## src/include/shcc_pkg.sv

```systemverilog
// Package for the system handler configuration and control block.
// Assumes a 32-bit APB slave with word-aligned register offsets.
package shcc_pkg;

	// ----------------------------------------------------------------
	// Register byte offsets
	// ----------------------------------------------------------------
	localparam logic [7:0] SHCC_OFF_CFG = 8'h00;
	localparam logic [7:0] SHCC_OFF_PRI1 = 8'h04;
	localparam logic [7:0] SHCC_OFF_PRI2 = 8'h08;
	localparam logic [7:0] SHCC_OFF_PRI3 = 8'h0C;
	localparam logic [7:0] SHCC_OFF_HCS = 8'h10;
	localparam logic [7:0] SHCC_OFF_EVT = 8'h14;

	// ----------------------------------------------------------------
	// Configuration control bit positions
	// ----------------------------------------------------------------
	localparam int SHCC_CFG_THREAD = 0;
	localparam int SHCC_CFG_UNPRIV = 1;
	localparam int SHCC_CFG_UNALIGN = 3;
	localparam int SHCC_CFG_DIVZ = 4;
	localparam int SHCC_CFG_BFIGN = 8;
	localparam int SHCC_CFG_STKAL = 9;
	localparam logic [31:0] SHCC_CFG_MASK = 32'h0000031B;
	localparam logic [31:0] SHCC_CFG_RESET = 32'h00000000;

	// ----------------------------------------------------------------
	// Priority field layout: only upper nibble of each priority byte is kept
	// ----------------------------------------------------------------
	localparam logic [31:0] SHCC_PRI1_MASK = 32'h00F0F0F0;
	localparam logic [31:0] SHCC_PRI2_MASK = 32'hF0000000;
	localparam logic [31:0] SHCC_PRI3_MASK = 32'hF0F00000;

	// ----------------------------------------------------------------
	// Handler control and state bit positions
	// ----------------------------------------------------------------
	localparam int SHCC_HCS_MEMACT = 0;
	localparam int SHCC_HCS_BUSACT = 1;
	localparam int SHCC_HCS_USGACT = 3;
	localparam int SHCC_HCS_SVCACT = 7;
	localparam int SHCC_HCS_MONACT = 8;
	localparam int SHCC_HCS_PSVACT = 10;
	localparam int SHCC_HCS_TICKACT = 11;
	localparam int SHCC_HCS_USGPND = 12;
	localparam int SHCC_HCS_MEMPND = 13;
	localparam int SHCC_HCS_BUSPND = 14;
	localparam int SHCC_HCS_SVCPND = 15;
	localparam int SHCC_HCS_MEMENA = 16;
	localparam int SHCC_HCS_BUSENA = 17;
	localparam int SHCC_HCS_USGENA = 18;
	localparam logic [31:0] SHCC_HCS_MASK = 32'h0007FD8B;
	localparam logic [31:0] SHCC_HCS_ACT_MASK = 32'h00000D8B;

	// ----------------------------------------------------------------
	// Event status bits (sticky, write one to clear)
	// ----------------------------------------------------------------
	localparam int SHCC_EVT_LOCKUP = 0;
	localparam int SHCC_EVT_HARD = 1;
	localparam logic [31:0] SHCC_EVT_MASK = 32'h00000003;

	// Stacked status word alignment flag position
	localparam int SHCC_PSR_ALIGN = 9;
	localparam logic [31:0] SHCC_ZERO = 32'h00000000;
	localparam logic [31:0] SHCC_WORD_ALIGN = 32'hFFFFFFFC;
	localparam logic [31:0] SHCC_DWORD_ALIGN = 32'hFFFFFFF8;
	localparam logic [31:0] SHCC_FOUR = 32'h00000004;

	// Fault kinds presented by the core
	localparam logic [1:0] SHCC_FK_MEM = 2'h0;
	localparam logic [1:0] SHCC_FK_BUS = 2'h1;
	localparam logic [1:0] SHCC_FK_USG = 2'h2;

	// APB access phase states
	typedef enum logic [1:0] {
		SHCC_IDLE = 2'b01,
		SHCC_ACC = 2'b10
	} shcc_state_e;

endpackage

```

## src/core/shcc_top.sv

```systemverilog
// System handler configuration and control: APB register file plus the
// exception-side decisions driven by it (traps, alignment, escalation).
// Assumes the core presents one-cycle request strobes on clk_sys.
//
// Local design decisions: the APB slave port and the register offsets.
`timescale 1ns/1ps
`default_nettype none

// Functional notes
// - Alignment bit picks four or eight bytes
// - Record realignment in stacked bit nine
// - Ignore bit masks high-priority bus faults, else lockup
// - Divide trap bit faults zero divisor
// - Untrapped zero divide yields zero quotient
// - Unaligned trap bit faults unaligned accesses
// - Unaligned multiple and double always fault
// - Access bit gates unprivileged trigger writes
// - Thread entry bit relaxes thread return
// - Three byte-accessible priority registers, 0..15
// - First register holds three fault priorities
// - Second register holds supervisor call priority
// - Third register holds tick and pendable
// - Only upper nibble stored, low reads zero
// - Enable bits for usage, bus, memory
// - Writable pending bits at 15 to 12
// - Writable active bits for seven handlers
// - Disabled fault escalates to hard fault
module shcc_top
	import shcc_pkg::*;
(
	input wire logic clk_sys, // System clock
	input wire logic sys_rst, // Synchronous reset, high
	input wire logic psel, // APB select
	input wire logic penable, // APB enable
	input wire logic pwrite, // APB direction
	input wire logic [7:0] paddr, // APB byte address
	input wire logic [31:0] pwdata, // APB write data
	input wire logic [3:0] pstrb, // APB byte strobes
	output logic [31:0] prdata, // APB read data
	output logic pready, // APB ready
	output logic pslverr, // APB error
	input wire logic entry_req, // Exception entry strobe
	input wire logic [31:0] entry_sp, // Stack pointer at entry
	input wire logic [31:0] entry_psr, // Status word to stack
	output logic [31:0] entry_sp_out, // Aligned frame pointer
	output logic [31:0] entry_psr_out, // Stacked status word
	input wire logic return_req, // Exception return strobe
	input wire logic [31:0] return_sp, // Frame top at return
	input wire logic [31:0] return_psr, // Unstacked status word
	output logic [31:0] return_sp_out, // Restored stack pointer
	input wire logic thread_ret_req, // Return to thread asked
	input wire logic others_active, // Other exceptions active
	output logic thread_ret_ok, // Thread return allowed
	input wire logic div_req, // Divide issued
	input wire logic [31:0] div_num, // Dividend
	input wire logic [31:0] div_den, // Divisor
	input wire logic div_signed, // Signed divide
	output logic [31:0] div_quot, // Quotient
	output logic div_fault, // Divide by zero fault
	input wire logic mem_req, // Memory access issued
	input wire logic [1:0] mem_size, // 0 byte, 1 half, 2 word
	input wire logic mem_multi, // Multiple or double access
	input wire logic [1:0] mem_addr_lo, // Low address bits
	output logic unalign_fault, // Usage fault, unaligned
	input wire logic dbus_err, // Data bus fault on load/store
	input wire logic high_prio, // Running at -1 or -2
	output logic bus_err_drop, // Bus fault ignored
	output logic lockup, // Core lock-up request
	input wire logic fault_req, // Configurable fault raised
	input wire logic [1:0] fault_kind, // Which fault
	output logic fault_taken, // Handled by own handler
	output logic hard_fault, // Escalated to hard fault
	input wire logic trig_req, // Trigger register write
	input wire logic trig_priv, // Writer is privileged
	output logic trig_grant // Trigger write accepted
);

	// ----------------------------------------------------------------
	// Helpers
	// ----------------------------------------------------------------
	// Byte-lane merge under strobes and a field mask
	function automatic logic [31:0] shcc_merge(input logic [31:0] old,
		input logic [31:0] wd, input logic [3:0] st, input logic [31:0] m);
		logic [31:0] be;
		be = {{8{st[3]}}, {8{st[2]}}, {8{st[1]}}, {8{st[0]}}};
		shcc_merge = ((old & ~be) | (wd & be)) & m;
	endfunction

	// Unsigned magnitude of a possibly signed operand
	function automatic logic [31:0] shcc_mag(input logic [31:0] v,
		input logic s);
		shcc_mag = (s && v[31]) ? (SHCC_ZERO - v) : v;
	endfunction

	// ----------------------------------------------------------------
	// Register state
	// ----------------------------------------------------------------
	logic [31:0] config_control;
	logic [31:0] handler_priority_one;
	logic [31:0] handler_priority_two;
	logic [31:0] handler_priority_three;
	logic [31:0] handler_control_state;
	logic [31:0] event_status;
	shcc_state_e state;
	logic wr_acc;
	logic rd_acc;
	logic lockup_evt;
	logic hard_evt;
	logic fault_ena;
	logic [31:0] next_quot;
	logic [31:0] mag_q;
	logic misaligned;

	assign wr_acc = psel && penable && pwrite && pready;
	assign rd_acc = psel && penable && !pwrite && pready;

	// ----------------------------------------------------------------
	// APB handshake: one wait state, ready on second access cycle
	// ----------------------------------------------------------------
	always_ff @(posedge clk_sys) begin
		if (sys_rst) begin
			state <= SHCC_IDLE;
			pready <= 1'b0;
		end else begin
			case (state)
				SHCC_IDLE: begin
					pready <= 1'b0;
					if (psel && penable) begin
						state <= SHCC_ACC;
						pready <= 1'b1;
					end
				end
				SHCC_ACC: begin
					state <= SHCC_IDLE;
					pready <= 1'b0;
				end
				default: begin
					state <= SHCC_IDLE;
					pready <= 1'b0;
				end
			endcase
		end
	end

	// Configuration register, reserved bits held at zero
	always_ff @(posedge clk_sys) begin
		if (sys_rst) begin
			config_control <= SHCC_CFG_RESET;
		end else if (wr_acc && paddr == SHCC_OFF_CFG) begin
			config_control <= shcc_merge(config_control, pwdata, pstrb,
				SHCC_CFG_MASK);
		end
	end

	// Priority registers take byte writes; low nibbles never stored
	always_ff @(posedge clk_sys) begin
		if (sys_rst) begin
			handler_priority_one <= SHCC_ZERO;
			handler_priority_two <= SHCC_ZERO;
			handler_priority_three <= SHCC_ZERO;
		end else if (wr_acc) begin
			if (paddr == SHCC_OFF_PRI1) begin
				handler_priority_one <= shcc_merge(handler_priority_one,
					pwdata, pstrb, SHCC_PRI1_MASK);
			end else if (paddr == SHCC_OFF_PRI2) begin
				handler_priority_two <= shcc_merge(handler_priority_two,
					pwdata, pstrb, SHCC_PRI2_MASK);
			end else if (paddr == SHCC_OFF_PRI3) begin
				handler_priority_three <= shcc_merge(handler_priority_three,
					pwdata, pstrb, SHCC_PRI3_MASK);
			end
		end
	end

	// Handler control and state: enables, pending and active bits.
	// A fault taken by its own handler sets its pending bit; the set
	// wins over a software write in the same cycle.
	always_ff @(posedge clk_sys) begin
		if (sys_rst) begin
			handler_control_state <= SHCC_ZERO;
		end else begin
			logic [31:0] nv;
			nv = handler_control_state;
			if (wr_acc && paddr == SHCC_OFF_HCS) begin
				nv = shcc_merge(handler_control_state, pwdata, pstrb,
					SHCC_HCS_MASK);
			end
			if (fault_req && fault_ena) begin
				case (fault_kind)
					SHCC_FK_MEM: nv[SHCC_HCS_MEMPND] = 1'b1;
					SHCC_FK_BUS: nv[SHCC_HCS_BUSPND] = 1'b1;
					SHCC_FK_USG: nv[SHCC_HCS_USGPND] = 1'b1;
					default: nv = nv;
				endcase
			end
			handler_control_state <= nv;
		end
	end

	// Sticky event flags, write one to clear, set beats clear
	always_ff @(posedge clk_sys) begin
		if (sys_rst) begin
			event_status <= SHCC_ZERO;
		end else begin
			logic [31:0] ev;
			ev = event_status;
			if (wr_acc && paddr == SHCC_OFF_EVT) begin
				ev = ev & ~(pwdata & SHCC_EVT_MASK);
			end
			ev[SHCC_EVT_LOCKUP] = ev[SHCC_EVT_LOCKUP] | lockup_evt;
			ev[SHCC_EVT_HARD] = ev[SHCC_EVT_HARD] | hard_evt;
			event_status <= ev;
		end
	end

	// Read mux; unmapped addresses read zero and signal an error
	always_ff @(posedge clk_sys) begin
		if (sys_rst) begin
			prdata <= SHCC_ZERO;
			pslverr <= 1'b0;
		end else if (psel && penable && state == SHCC_IDLE) begin
			pslverr <= 1'b0;
			if (paddr == SHCC_OFF_CFG) begin
				prdata <= config_control;
			end else if (paddr == SHCC_OFF_PRI1) begin
				prdata <= handler_priority_one;
			end else if (paddr == SHCC_OFF_PRI2) begin
				prdata <= handler_priority_two;
			end else if (paddr == SHCC_OFF_PRI3) begin
				prdata <= handler_priority_three;
			end else if (paddr == SHCC_OFF_HCS) begin
				prdata <= handler_control_state;
			end else if (paddr == SHCC_OFF_EVT) begin
				prdata <= event_status;
			end else begin
				prdata <= SHCC_ZERO;
				pslverr <= 1'b1;
			end
		end else if (rd_acc || !psel) begin
			prdata <= SHCC_ZERO;
			pslverr <= 1'b0;
		end
	end

	// ----------------------------------------------------------------
	// Stack alignment on entry and restore on return
	// ----------------------------------------------------------------
	// The frame goes below the realigned pointer; the pad flag travels
	// in the stacked status word so return can undo it exactly.
	always_ff @(posedge clk_sys) begin
		if (sys_rst) begin
			entry_sp_out <= SHCC_ZERO;
			entry_psr_out <= SHCC_ZERO;
		end else if (entry_req) begin
			if (config_control[SHCC_CFG_STKAL]) begin
				entry_sp_out <= entry_sp & SHCC_DWORD_ALIGN;
				entry_psr_out <= (entry_psr & ~(32'h1 << SHCC_PSR_ALIGN)) |
					({31'h0, entry_sp[2]} << SHCC_PSR_ALIGN);
			end else begin
				entry_sp_out <= entry_sp & SHCC_WORD_ALIGN;
				entry_psr_out <= entry_psr & ~(32'h1 << SHCC_PSR_ALIGN);
			end
		end
	end

	// Return adds the pad word back when the stacked flag says so
	always_ff @(posedge clk_sys) begin
		if (sys_rst) begin
			return_sp_out <= SHCC_ZERO;
		end else if (return_req) begin
			return_sp_out <= return_psr[SHCC_PSR_ALIGN] ?
				(return_sp | SHCC_FOUR) : return_sp;
		end
	end

	// ----------------------------------------------------------------
	// Divide by zero
	// ----------------------------------------------------------------
	// Signed result sign fixed up after an unsigned divide
	always_comb begin
		mag_q = SHCC_ZERO;
		next_quot = SHCC_ZERO;
		if (div_den != SHCC_ZERO) begin
			mag_q = shcc_mag(div_num, div_signed) /
				shcc_mag(div_den, div_signed);
			next_quot = (div_signed && (div_num[31] ^ div_den[31])) ?
				(SHCC_ZERO - mag_q) : mag_q;
		end
	end

	always_ff @(posedge clk_sys) begin
		if (sys_rst) begin
			div_quot <= SHCC_ZERO;
			div_fault <= 1'b0;
		end else begin
			div_fault <= div_req && div_den == SHCC_ZERO &&
				config_control[SHCC_CFG_DIVZ];
			if (div_req) begin
				div_quot <= next_quot;
			end
		end
	end

	// ----------------------------------------------------------------
	// Unaligned access checks
	// ----------------------------------------------------------------
	assign misaligned = (mem_size == 2'h1 && mem_addr_lo[0]) ||
		(mem_size == 2'h2 && mem_addr_lo != 2'h0);

	// Multiple and doubleword forms fault whatever the trap bit says
	always_ff @(posedge clk_sys) begin
		if (sys_rst) begin
			unalign_fault <= 1'b0;
		end else begin
			unalign_fault <= mem_req && misaligned &&
				(mem_multi || config_control[SHCC_CFG_UNALIGN]);
		end
	end

	// ----------------------------------------------------------------
	// Bus faults at high priority
	// ----------------------------------------------------------------
	// Ignoring is only safe when the handler lives in trusted memory
	assign lockup_evt = dbus_err && high_prio &&
		!config_control[SHCC_CFG_BFIGN];

	always_ff @(posedge clk_sys) begin
		if (sys_rst) begin
			bus_err_drop <= 1'b0;
			lockup <= 1'b0;
		end else begin
			bus_err_drop <= dbus_err && high_prio &&
				config_control[SHCC_CFG_BFIGN];
			lockup <= lockup_evt;
		end
	end

	// ----------------------------------------------------------------
	// Fault escalation when its handler is disabled
	// ----------------------------------------------------------------
	always_comb begin
		case (fault_kind)
			SHCC_FK_MEM: fault_ena = handler_control_state[SHCC_HCS_MEMENA];
			SHCC_FK_BUS: fault_ena = handler_control_state[SHCC_HCS_BUSENA];
			SHCC_FK_USG: fault_ena = handler_control_state[SHCC_HCS_USGENA];
			default: fault_ena = 1'b0;
		endcase
	end

	assign hard_evt = fault_req && !fault_ena;

	always_ff @(posedge clk_sys) begin
		if (sys_rst) begin
			fault_taken <= 1'b0;
			hard_fault <= 1'b0;
		end else begin
			fault_taken <= fault_req && fault_ena;
			hard_fault <= hard_evt;
		end
	end

	// ----------------------------------------------------------------
	// Thread return policy and trigger register access
	// ----------------------------------------------------------------
	always_ff @(posedge clk_sys) begin
		if (sys_rst) begin
			thread_ret_ok <= 1'b0;
			trig_grant <= 1'b0;
		end else begin
			thread_ret_ok <= thread_ret_req && (!others_active ||
				config_control[SHCC_CFG_THREAD]);
			trig_grant <= trig_req && (trig_priv ||
				config_control[SHCC_CFG_UNPRIV]);
		end
	end

endmodule

`default_nettype wire

```

## config.mk

```make
export PLATFORM = sky130hd
export DESIGN_NAME = shcc_top
export DESIGN_NICKNAME = d
export VERILOG_FILES = /design/src/include/shcc_pkg.sv /design/src/core/shcc_top.sv
export SDC_FILE = /design/constraint.sdc
export NUM_CORES = 2
export LEC_CHECK = 0
export ABC_AREA = 1
export BUFFER_PORTS_ARGS = -buffer_cell sky130_fd_sc_hd__buf_2
export CORE_UTILIZATION = 50
export DETAILED_ROUTE_END_ITERATION = 7
export GPL_TIMING_DRIVEN = 0
export MAX_ROUTING_LAYER = met4
export PLACE_DENSITY_LB_ADDON = 0.1
export SYNTH_ARGS = -nofsm -noshare
export SYNTH_HDL_FRONTEND = slang
export SYNTH_SLANG_ARGS = --single-unit
```

## constraint.sdc

```tcl
create_clock -name clk_sys -period 99.3 [get_ports clk_sys]
set_clock_uncertainty 0.2 [all_clocks]
set_input_delay 9.93 -clock clk_sys [delete_from_list [all_inputs] [get_ports clk_sys]]
set_output_delay 9.93 -clock clk_sys [all_outputs]
set_load 0.01 [all_outputs]
```

**Word level (Yosys, flattened, before mapping)**

Index checks and enable logic that the tools add are counted.

- Add/subtract/negate cells: 3
- Divide/modulo/power cells: 1
- Eq/ne operators: 10
- Multiplexer cells: 32
- Bitwise logic cells: 21
- Reductions and logical operators: 46

Operators by type and width:

| kind | count |
|---|---|
| two-way mux 32 bit | 16 |
| bitwise AND 32 bit | 4 |
| subtractor 1 x 32 -> 32 bit (first input constant) | 3 |
| bitwise OR 32 bit | 2 |
| divider 32 x 32 -> 32 bit | 1 |
| zero test 32 bit | 1 |
| inverter 2 -> 32 bit | 1 |
| inverter 32 bit | 1 |
| bitwise OR 32 x 10 -> 32 bit | 1 |
| nonzero test 32 bit | 1 |
| logical AND 1 bit | 25 |
| bitwise AND 24 bit | 1 |
| bitwise OR 24 bit | 1 |
| bitwise AND 19 bit | 1 |
| bitwise OR 19 bit | 1 |
| == test 8 x 4 -> 1 bit (second input constant) | 2 |
| == test 8 x 5 -> 1 bit (second input constant) | 2 |
| two-way mux 15 bit | 1 |
| two-way mux 1 bit | 12 |
| bitwise AND 10 bit | 1 |
| bitwise OR 10 bit | 1 |
| == test 8 x 3 -> 1 bit (second input constant) | 1 |
| zero test 8 bit | 1 |
| == test 2 x 1 -> 1 bit (second input constant) | 3 |
| other kinds (14) | 29 |

- Register bits after elaboration: 266
- Input bits: 260
- Output and inout bits: 170
- Word-level logic and storage cells: 136

**Depth between registers and ports, before layout**

- Depth after elaboration: 8
- Mapped depth: 699
- Depth with buffers taken out: 689

**Worst setup path after synthesis**

No wires, ideal clock.

- Kind: input -> register
- From: input port div_den[0]
- To: register div_quot[28]
- Setup time: 70 ps
- Data arrival time: 88341 ps
- Data required time: 99030 ps
- Path slack: 10689 ps
- Cell stages on the path: 657
- Path buffers: 16
- Cells stage by stage: inv_1 ha_1 nor2_1 xor2_1 nand2_1 inv_1 nand3_1 nor3_1 nand2_1 o21ai_1 inv_1 ha_1 nand2_1 nor2_1 nand2_1 nor2_1 o21a_1 nand2_1 (+621 left out) o21a_1 o21ai_0 a21oi_1 nor3_1 o221ai_1 nand4_1 o211ai_1 a41oi_1 ha_1 nand3_1 nor3_2 nand3_2 nor2_2 nand2_1 o21ai_2 a21oi_1 nand3b_1 a21oi_1

- Cells in the longest elaborated chain, start to end: 6
- Elaborated cells between the ends (all ways): 7
- Those cells by class: 2 x add/sub; 1 x div; 3 x mux; 1 x reduce/logical

RTL lines:

| item | RTL line | source |
|---|---|---|
| from (decl) | shcc_top.sv:56 | `input wire logic [31:0] div_den,` |
| subtractor 1 x 32 -> 32 bit | shcc_top.sv:92 | `shcc_mag = (s && v[31]) ? (SHCC_ZERO - v) : v;` |
| two-way mux 32 bit | shcc_top.sv:92 |  |
| divider 32 x 32 -> 32 bit | shcc_top.sv:284 | `mag_q = shcc_mag(div_num, div_signed) /` |
| subtractor 1 x 32 -> 32 bit | shcc_top.sv:287 | `(SHCC_ZERO - mag_q) : mag_q;` |
| two-way mux 32 bit | shcc_top.sv:286 | `next_quot = (div_signed && (div_num[31] ^ div_den[31])) ?` |
| two-way mux 32 bit * | shcc_top.sv:283 | `if (div_den != SHCC_ZERO) begin` |
| to (signal assigned) | shcc_top.sv:299 | `div_quot <= next_quot;` |
| to (decl) | shcc_top.sv:58 | `output logic [31:0] div_quot,` |

Every way passes the cells marked *; elsewhere a longest branch is shown, timed or not.
A chain may end at the register's enable or synchronous reset.

**Worst setup path in the final report**

- From: input port div_den[31]
- To: register div_quot[21]

- Cells in the longest elaborated chain, start to end: 6
- Elaborated cells between the ends (all ways): 10
- Those cells by class: 2 x add/sub; 1 x div; 3 x mux; 1 x bitwise; 3 x reduce/logical

RTL lines:

| item | RTL line |
|---|---|
| subtractor 1 x 32 -> 32 bit or logical AND 1 bit (tied branches) | shcc_top.sv:92 |
| two-way mux 32 bit | shcc_top.sv:92 |
| divider 32 x 32 -> 32 bit | shcc_top.sv:284 |
| subtractor 1 x 32 -> 32 bit | shcc_top.sv:287 |
| two-way mux 32 bit | shcc_top.sv:286 |
| two-way mux 32 bit * | shcc_top.sv:283 |

Marked as above.

==> flow_summary_export.csv <==
group,metric,value,unit
timing,worst_pin_slew,1500,ps
floorplan,die_h,283,um
detailed_routing,wl_met3,11600,um
floorplan,fp-row-count,102,
timing,final-hold-violation-count,0,
synth,synth_top_family_by_area,"simple AND/OR/NAND/NOR gates",
timing,timing.hold.ws,253,ps
detailed_routing,via_per_inst,5.55,
timing,period_minus_slack,92880,ps
critical_path,cp-end-kind,"flip-flop",
timing,fin_ws,6420,ps
detailed_routing,top_layer,"met4",
grt,grt_antenna_before_repair,16,
synth,synth_most_common_cell,"nand2_1",
power_and_ir_drop,switchingPower,0.000395,W
floorplan,die_w,283,um
synth,synth_commonest_cells,"1667 x nand2_1, 963 x inv_1, 593 x nor2_1, 532 x ha_1, 512 x a21oi_1",
power_and_ir_drop,finalPower,0.000764,W
synth,ys_top_cells_by_area,"ha_1 17%, nand2_1 16%, dfxtp_1 11%",
floorplan,core_area,77800,um2
clock_network,htree_levels,1,
outcome,outcome,"finished with violations",
cells_and_area,layout.cells.non_filler,8235,
cells_and_area,fillers,7790,
outcome,violations,"capacitance limit, slew limit",
grt,grt_pass1_wl,235000,um
clock_network,numCtsBuffers,25,
synth,netlist_area,39500,um2
clock_network,clkSinkCount,210,
grt,grt_use_total,38.3,%
power_and_ir_drop,p_int,0.000368,W
grt,grt_max_degree,29,
cells_and_area,finalNetCount,7950,
synth,synth_xor_area_share,7.91,%
timing,fin_setup_tns,0,ps
critical_path,worstPathRequired,99610,ps
synth,yosys.area_share.simple,33.7,%
synth,ys_types,83,
placed_design,dp_hpwl,127000,um
clock_network,holdBufCountCts,0,
hold_path,min_path_type,"reg -> reg",
placed_design,place_congestion,0.998,
synth,synth-compound-area-share,18.6,%
power_and_ir_drop,p_seq_share,12.1,%
timing,setup_viol,0,
synth,synthArstFlopShare,0,%
floorplan,io_pins,430,
grt,grt_pass1_vias,41700,
floorplan,start_util,50.8,%
synth,synth_seq_area_share,10.6,%
detailed_routing,drc,0,
clock_network,clk_latency,580,ps
synth,synth_edf_count,0,
clock_network,clkSlewWorstSetupHoldPaths,60,ps
timing,maxSlewViolCount,1,
synth,ys_warn_count,0,
critical_path,critical_path_class,"in -> reg",
grt,gr-total-overflow,0,
detailed_routing,drt_wl_total,158000,um
power_and_ir_drop,ir_drop,0.0149,mV
clock_network,ctsRootBufferMaster,"clkbuf_16",
power_and_ir_drop,clkPwrFrac,13.0,%
power_and_ir_drop,power_density,16.3,nW/um2
critical_path,crit_buf_inv,110,
detailed_routing,detail_route.wl_per_cell,19.2,um
critical_path,arrival,93190,ps
synth,synth_cells,6582,
placed_design,portBuffers,380,
critical_path,crit_slowest_cell,"or4_4",
clock_network,cts_tree,"done",
placed_design,dpl.cell_count,8022,
critical_path,path_max_fanout,10,
detailed_routing,num_vias,45700,
critical_path,cpPeakStageDelay,570,ps
synth,synthAdderAreaFrac,16.8,%
detailed_routing,route.met2.wl,72600,um
synth,ys_ff_latch,210,
cells_and_area,drive_gt1_share,18.3,%
critical_path,crit_family,"compound AO/OA/AOI/OAI gates",
job,drv_cap,1,
critical_path,timing.critical_path.mode_cell,"nand2_1",
detailed_routing,wl_met1,65700,um
synth,synthMuxAreaShare,0.130,%
timing,min_period_over_period,93.5,%
power_and_ir_drop,sw_frac_of_total,51.8,%
detailed_routing,drt_iter0_drc,3505,
critical_path,start_kind,"primary input",
cells_and_area,syn_to_final_growth,18.8,%
synth,synth.avg_cell_area,6.01,um2
detailed_routing,dr.pass1.iters,5,
clock_network,cts.path.max_buffers,3,
timing,clock.fmax,0.0108,GHz
detailed_routing,ant_nets,0,
power_and_ir_drop,p_leak,25.1,nW
synth,netlist.area_leader.share,16.8,%
synth,synth.largest_area_cell,"ha_1",
synth,ys_dominant_reg_cell,"dfxtp_1",
power_and_ir_drop,power_frac_comb,74.9,%
timing,relSlewSlack,-0.673,%
floorplan,die-area,80200,um2
placed_design,pre_cts_ws,-7590,ps
==> stage by stage <==
step / util, % / instance area [um2]
after CTS: 57.0 / 44400
final: 60.3 / 47000
after floorplan: - / 39600
after detailed placement: 55.4 / 43100
after global routing: 60.3 / 47000
after global placement: 54.9 / 42800
==> cells in the final DEF, fill, tap and decap left out, types with 57 or more instances in the layout <==
| cell type | instances |
|---|---|
| o21ai_2 | 80 |
| ha_1 | 503 |
| buf_2 | 394 |
| o21ai_1 | 91 |
| or2_2 | 71 |
| nand2_1 | 1635 |
| buf_4 | 172 |
| o21ai_0 | 266 |
| nand4_1 | 95 |
| xor2_1 | 224 |
| inv_1 | 935 |
| a21oi_1 | 436 |
| nor3_1 | 57 |
| nor2_1 | 567 |
| dfxtp_1 | 210 |
| a21oi_2 | 101 |
| xnor2_1 | 131 |
| nand3_1 | 355 |
==> power by group through the flow <==
stage | clock network (W) | logic (W) | registers, W
2_1_floorplan | 0 | 0.000382 | 0.0000954
3_3_place_gp | 0 | 0.000498 | 0.0000938
3_5_place_dp | 0 | 0.000508 | 0.0000938
4_1_cts | 0.000101 | 0.000522 | 0.0000921
5_1_grt | 0.000104 | 0.000634 | 0.0000926
6_report | 0.0000996 | 0.000572 | 0.0000922
==> worst min-delay path: cells and delay by family, from the launching register on <==
kind | cells | cell delay (ps)
flops | 1 | 310
compound gates | 1 | 50
buf+inv | 1 | 50
==> cells by family (layout without fill, tap and decap cells) <==
family,Yosys count,after routing
fa+ha+maj,532,532
flops,210,210
xor+xnor,357,357
mux,5,5
other cells,1,26
compound gates,1253,1253
simple gates,3064,3065
buf+inv,1160,1747
==> cell type report <==
| cell class | count | area [um2] | area share, % |
|---|---|---|---|
| diodes | 18 | 45.0 | 0.0959 |
| multi-input cells | 5220 | 32200 | 68.6 |
| clock buffers | 33 | 716 | 1.52 |
| flip-flops and latches | 210 | 4200 | 8.95 |
| plain buffers | 150 | 1150 | 2.44 |
| clock inverters | 13 | 173 | 0.368 |
| repair buffers | 541 | 3320 | 7.06 |
| inverters | 1010 | 3850 | 8.21 |
| well taps | 1040 | 1300 | 2.77 |
==> per-layer routing <==
| metal | track usage [%] | vias to the layer above |
|---|---|---|
| met3 | 5.02 | 378 |
| li1 | - | 22800 |
| met5 | - | - |
| met4 | 16.6 | 0 |
| met1 | 46.1 | 20900 |
| met2 | 63.7 | 1614 |
==> repair_timing <==
item / CTS / global route
setup endpoints to repair: 32 / 32
pin swaps: 13 / 123
resized for setup: 93 / 389
buffers inserted: 17 / 130
cloned: 0 / 2
==> path summary, 6_finish.rpt <==
kind | startpoint | endpoint | slack, ps | depth (start not counted)
min | flip-flop | flip-flop | 250 | 2
max | div_den[31] | div_quot[21] | 6420 | 670
max reg2reg | state[0] | prdata[9] | 96250 | 8
min reg2reg | flip-flop | flip-flop | 250 | 2
Power figures use the tool's default switching activity.
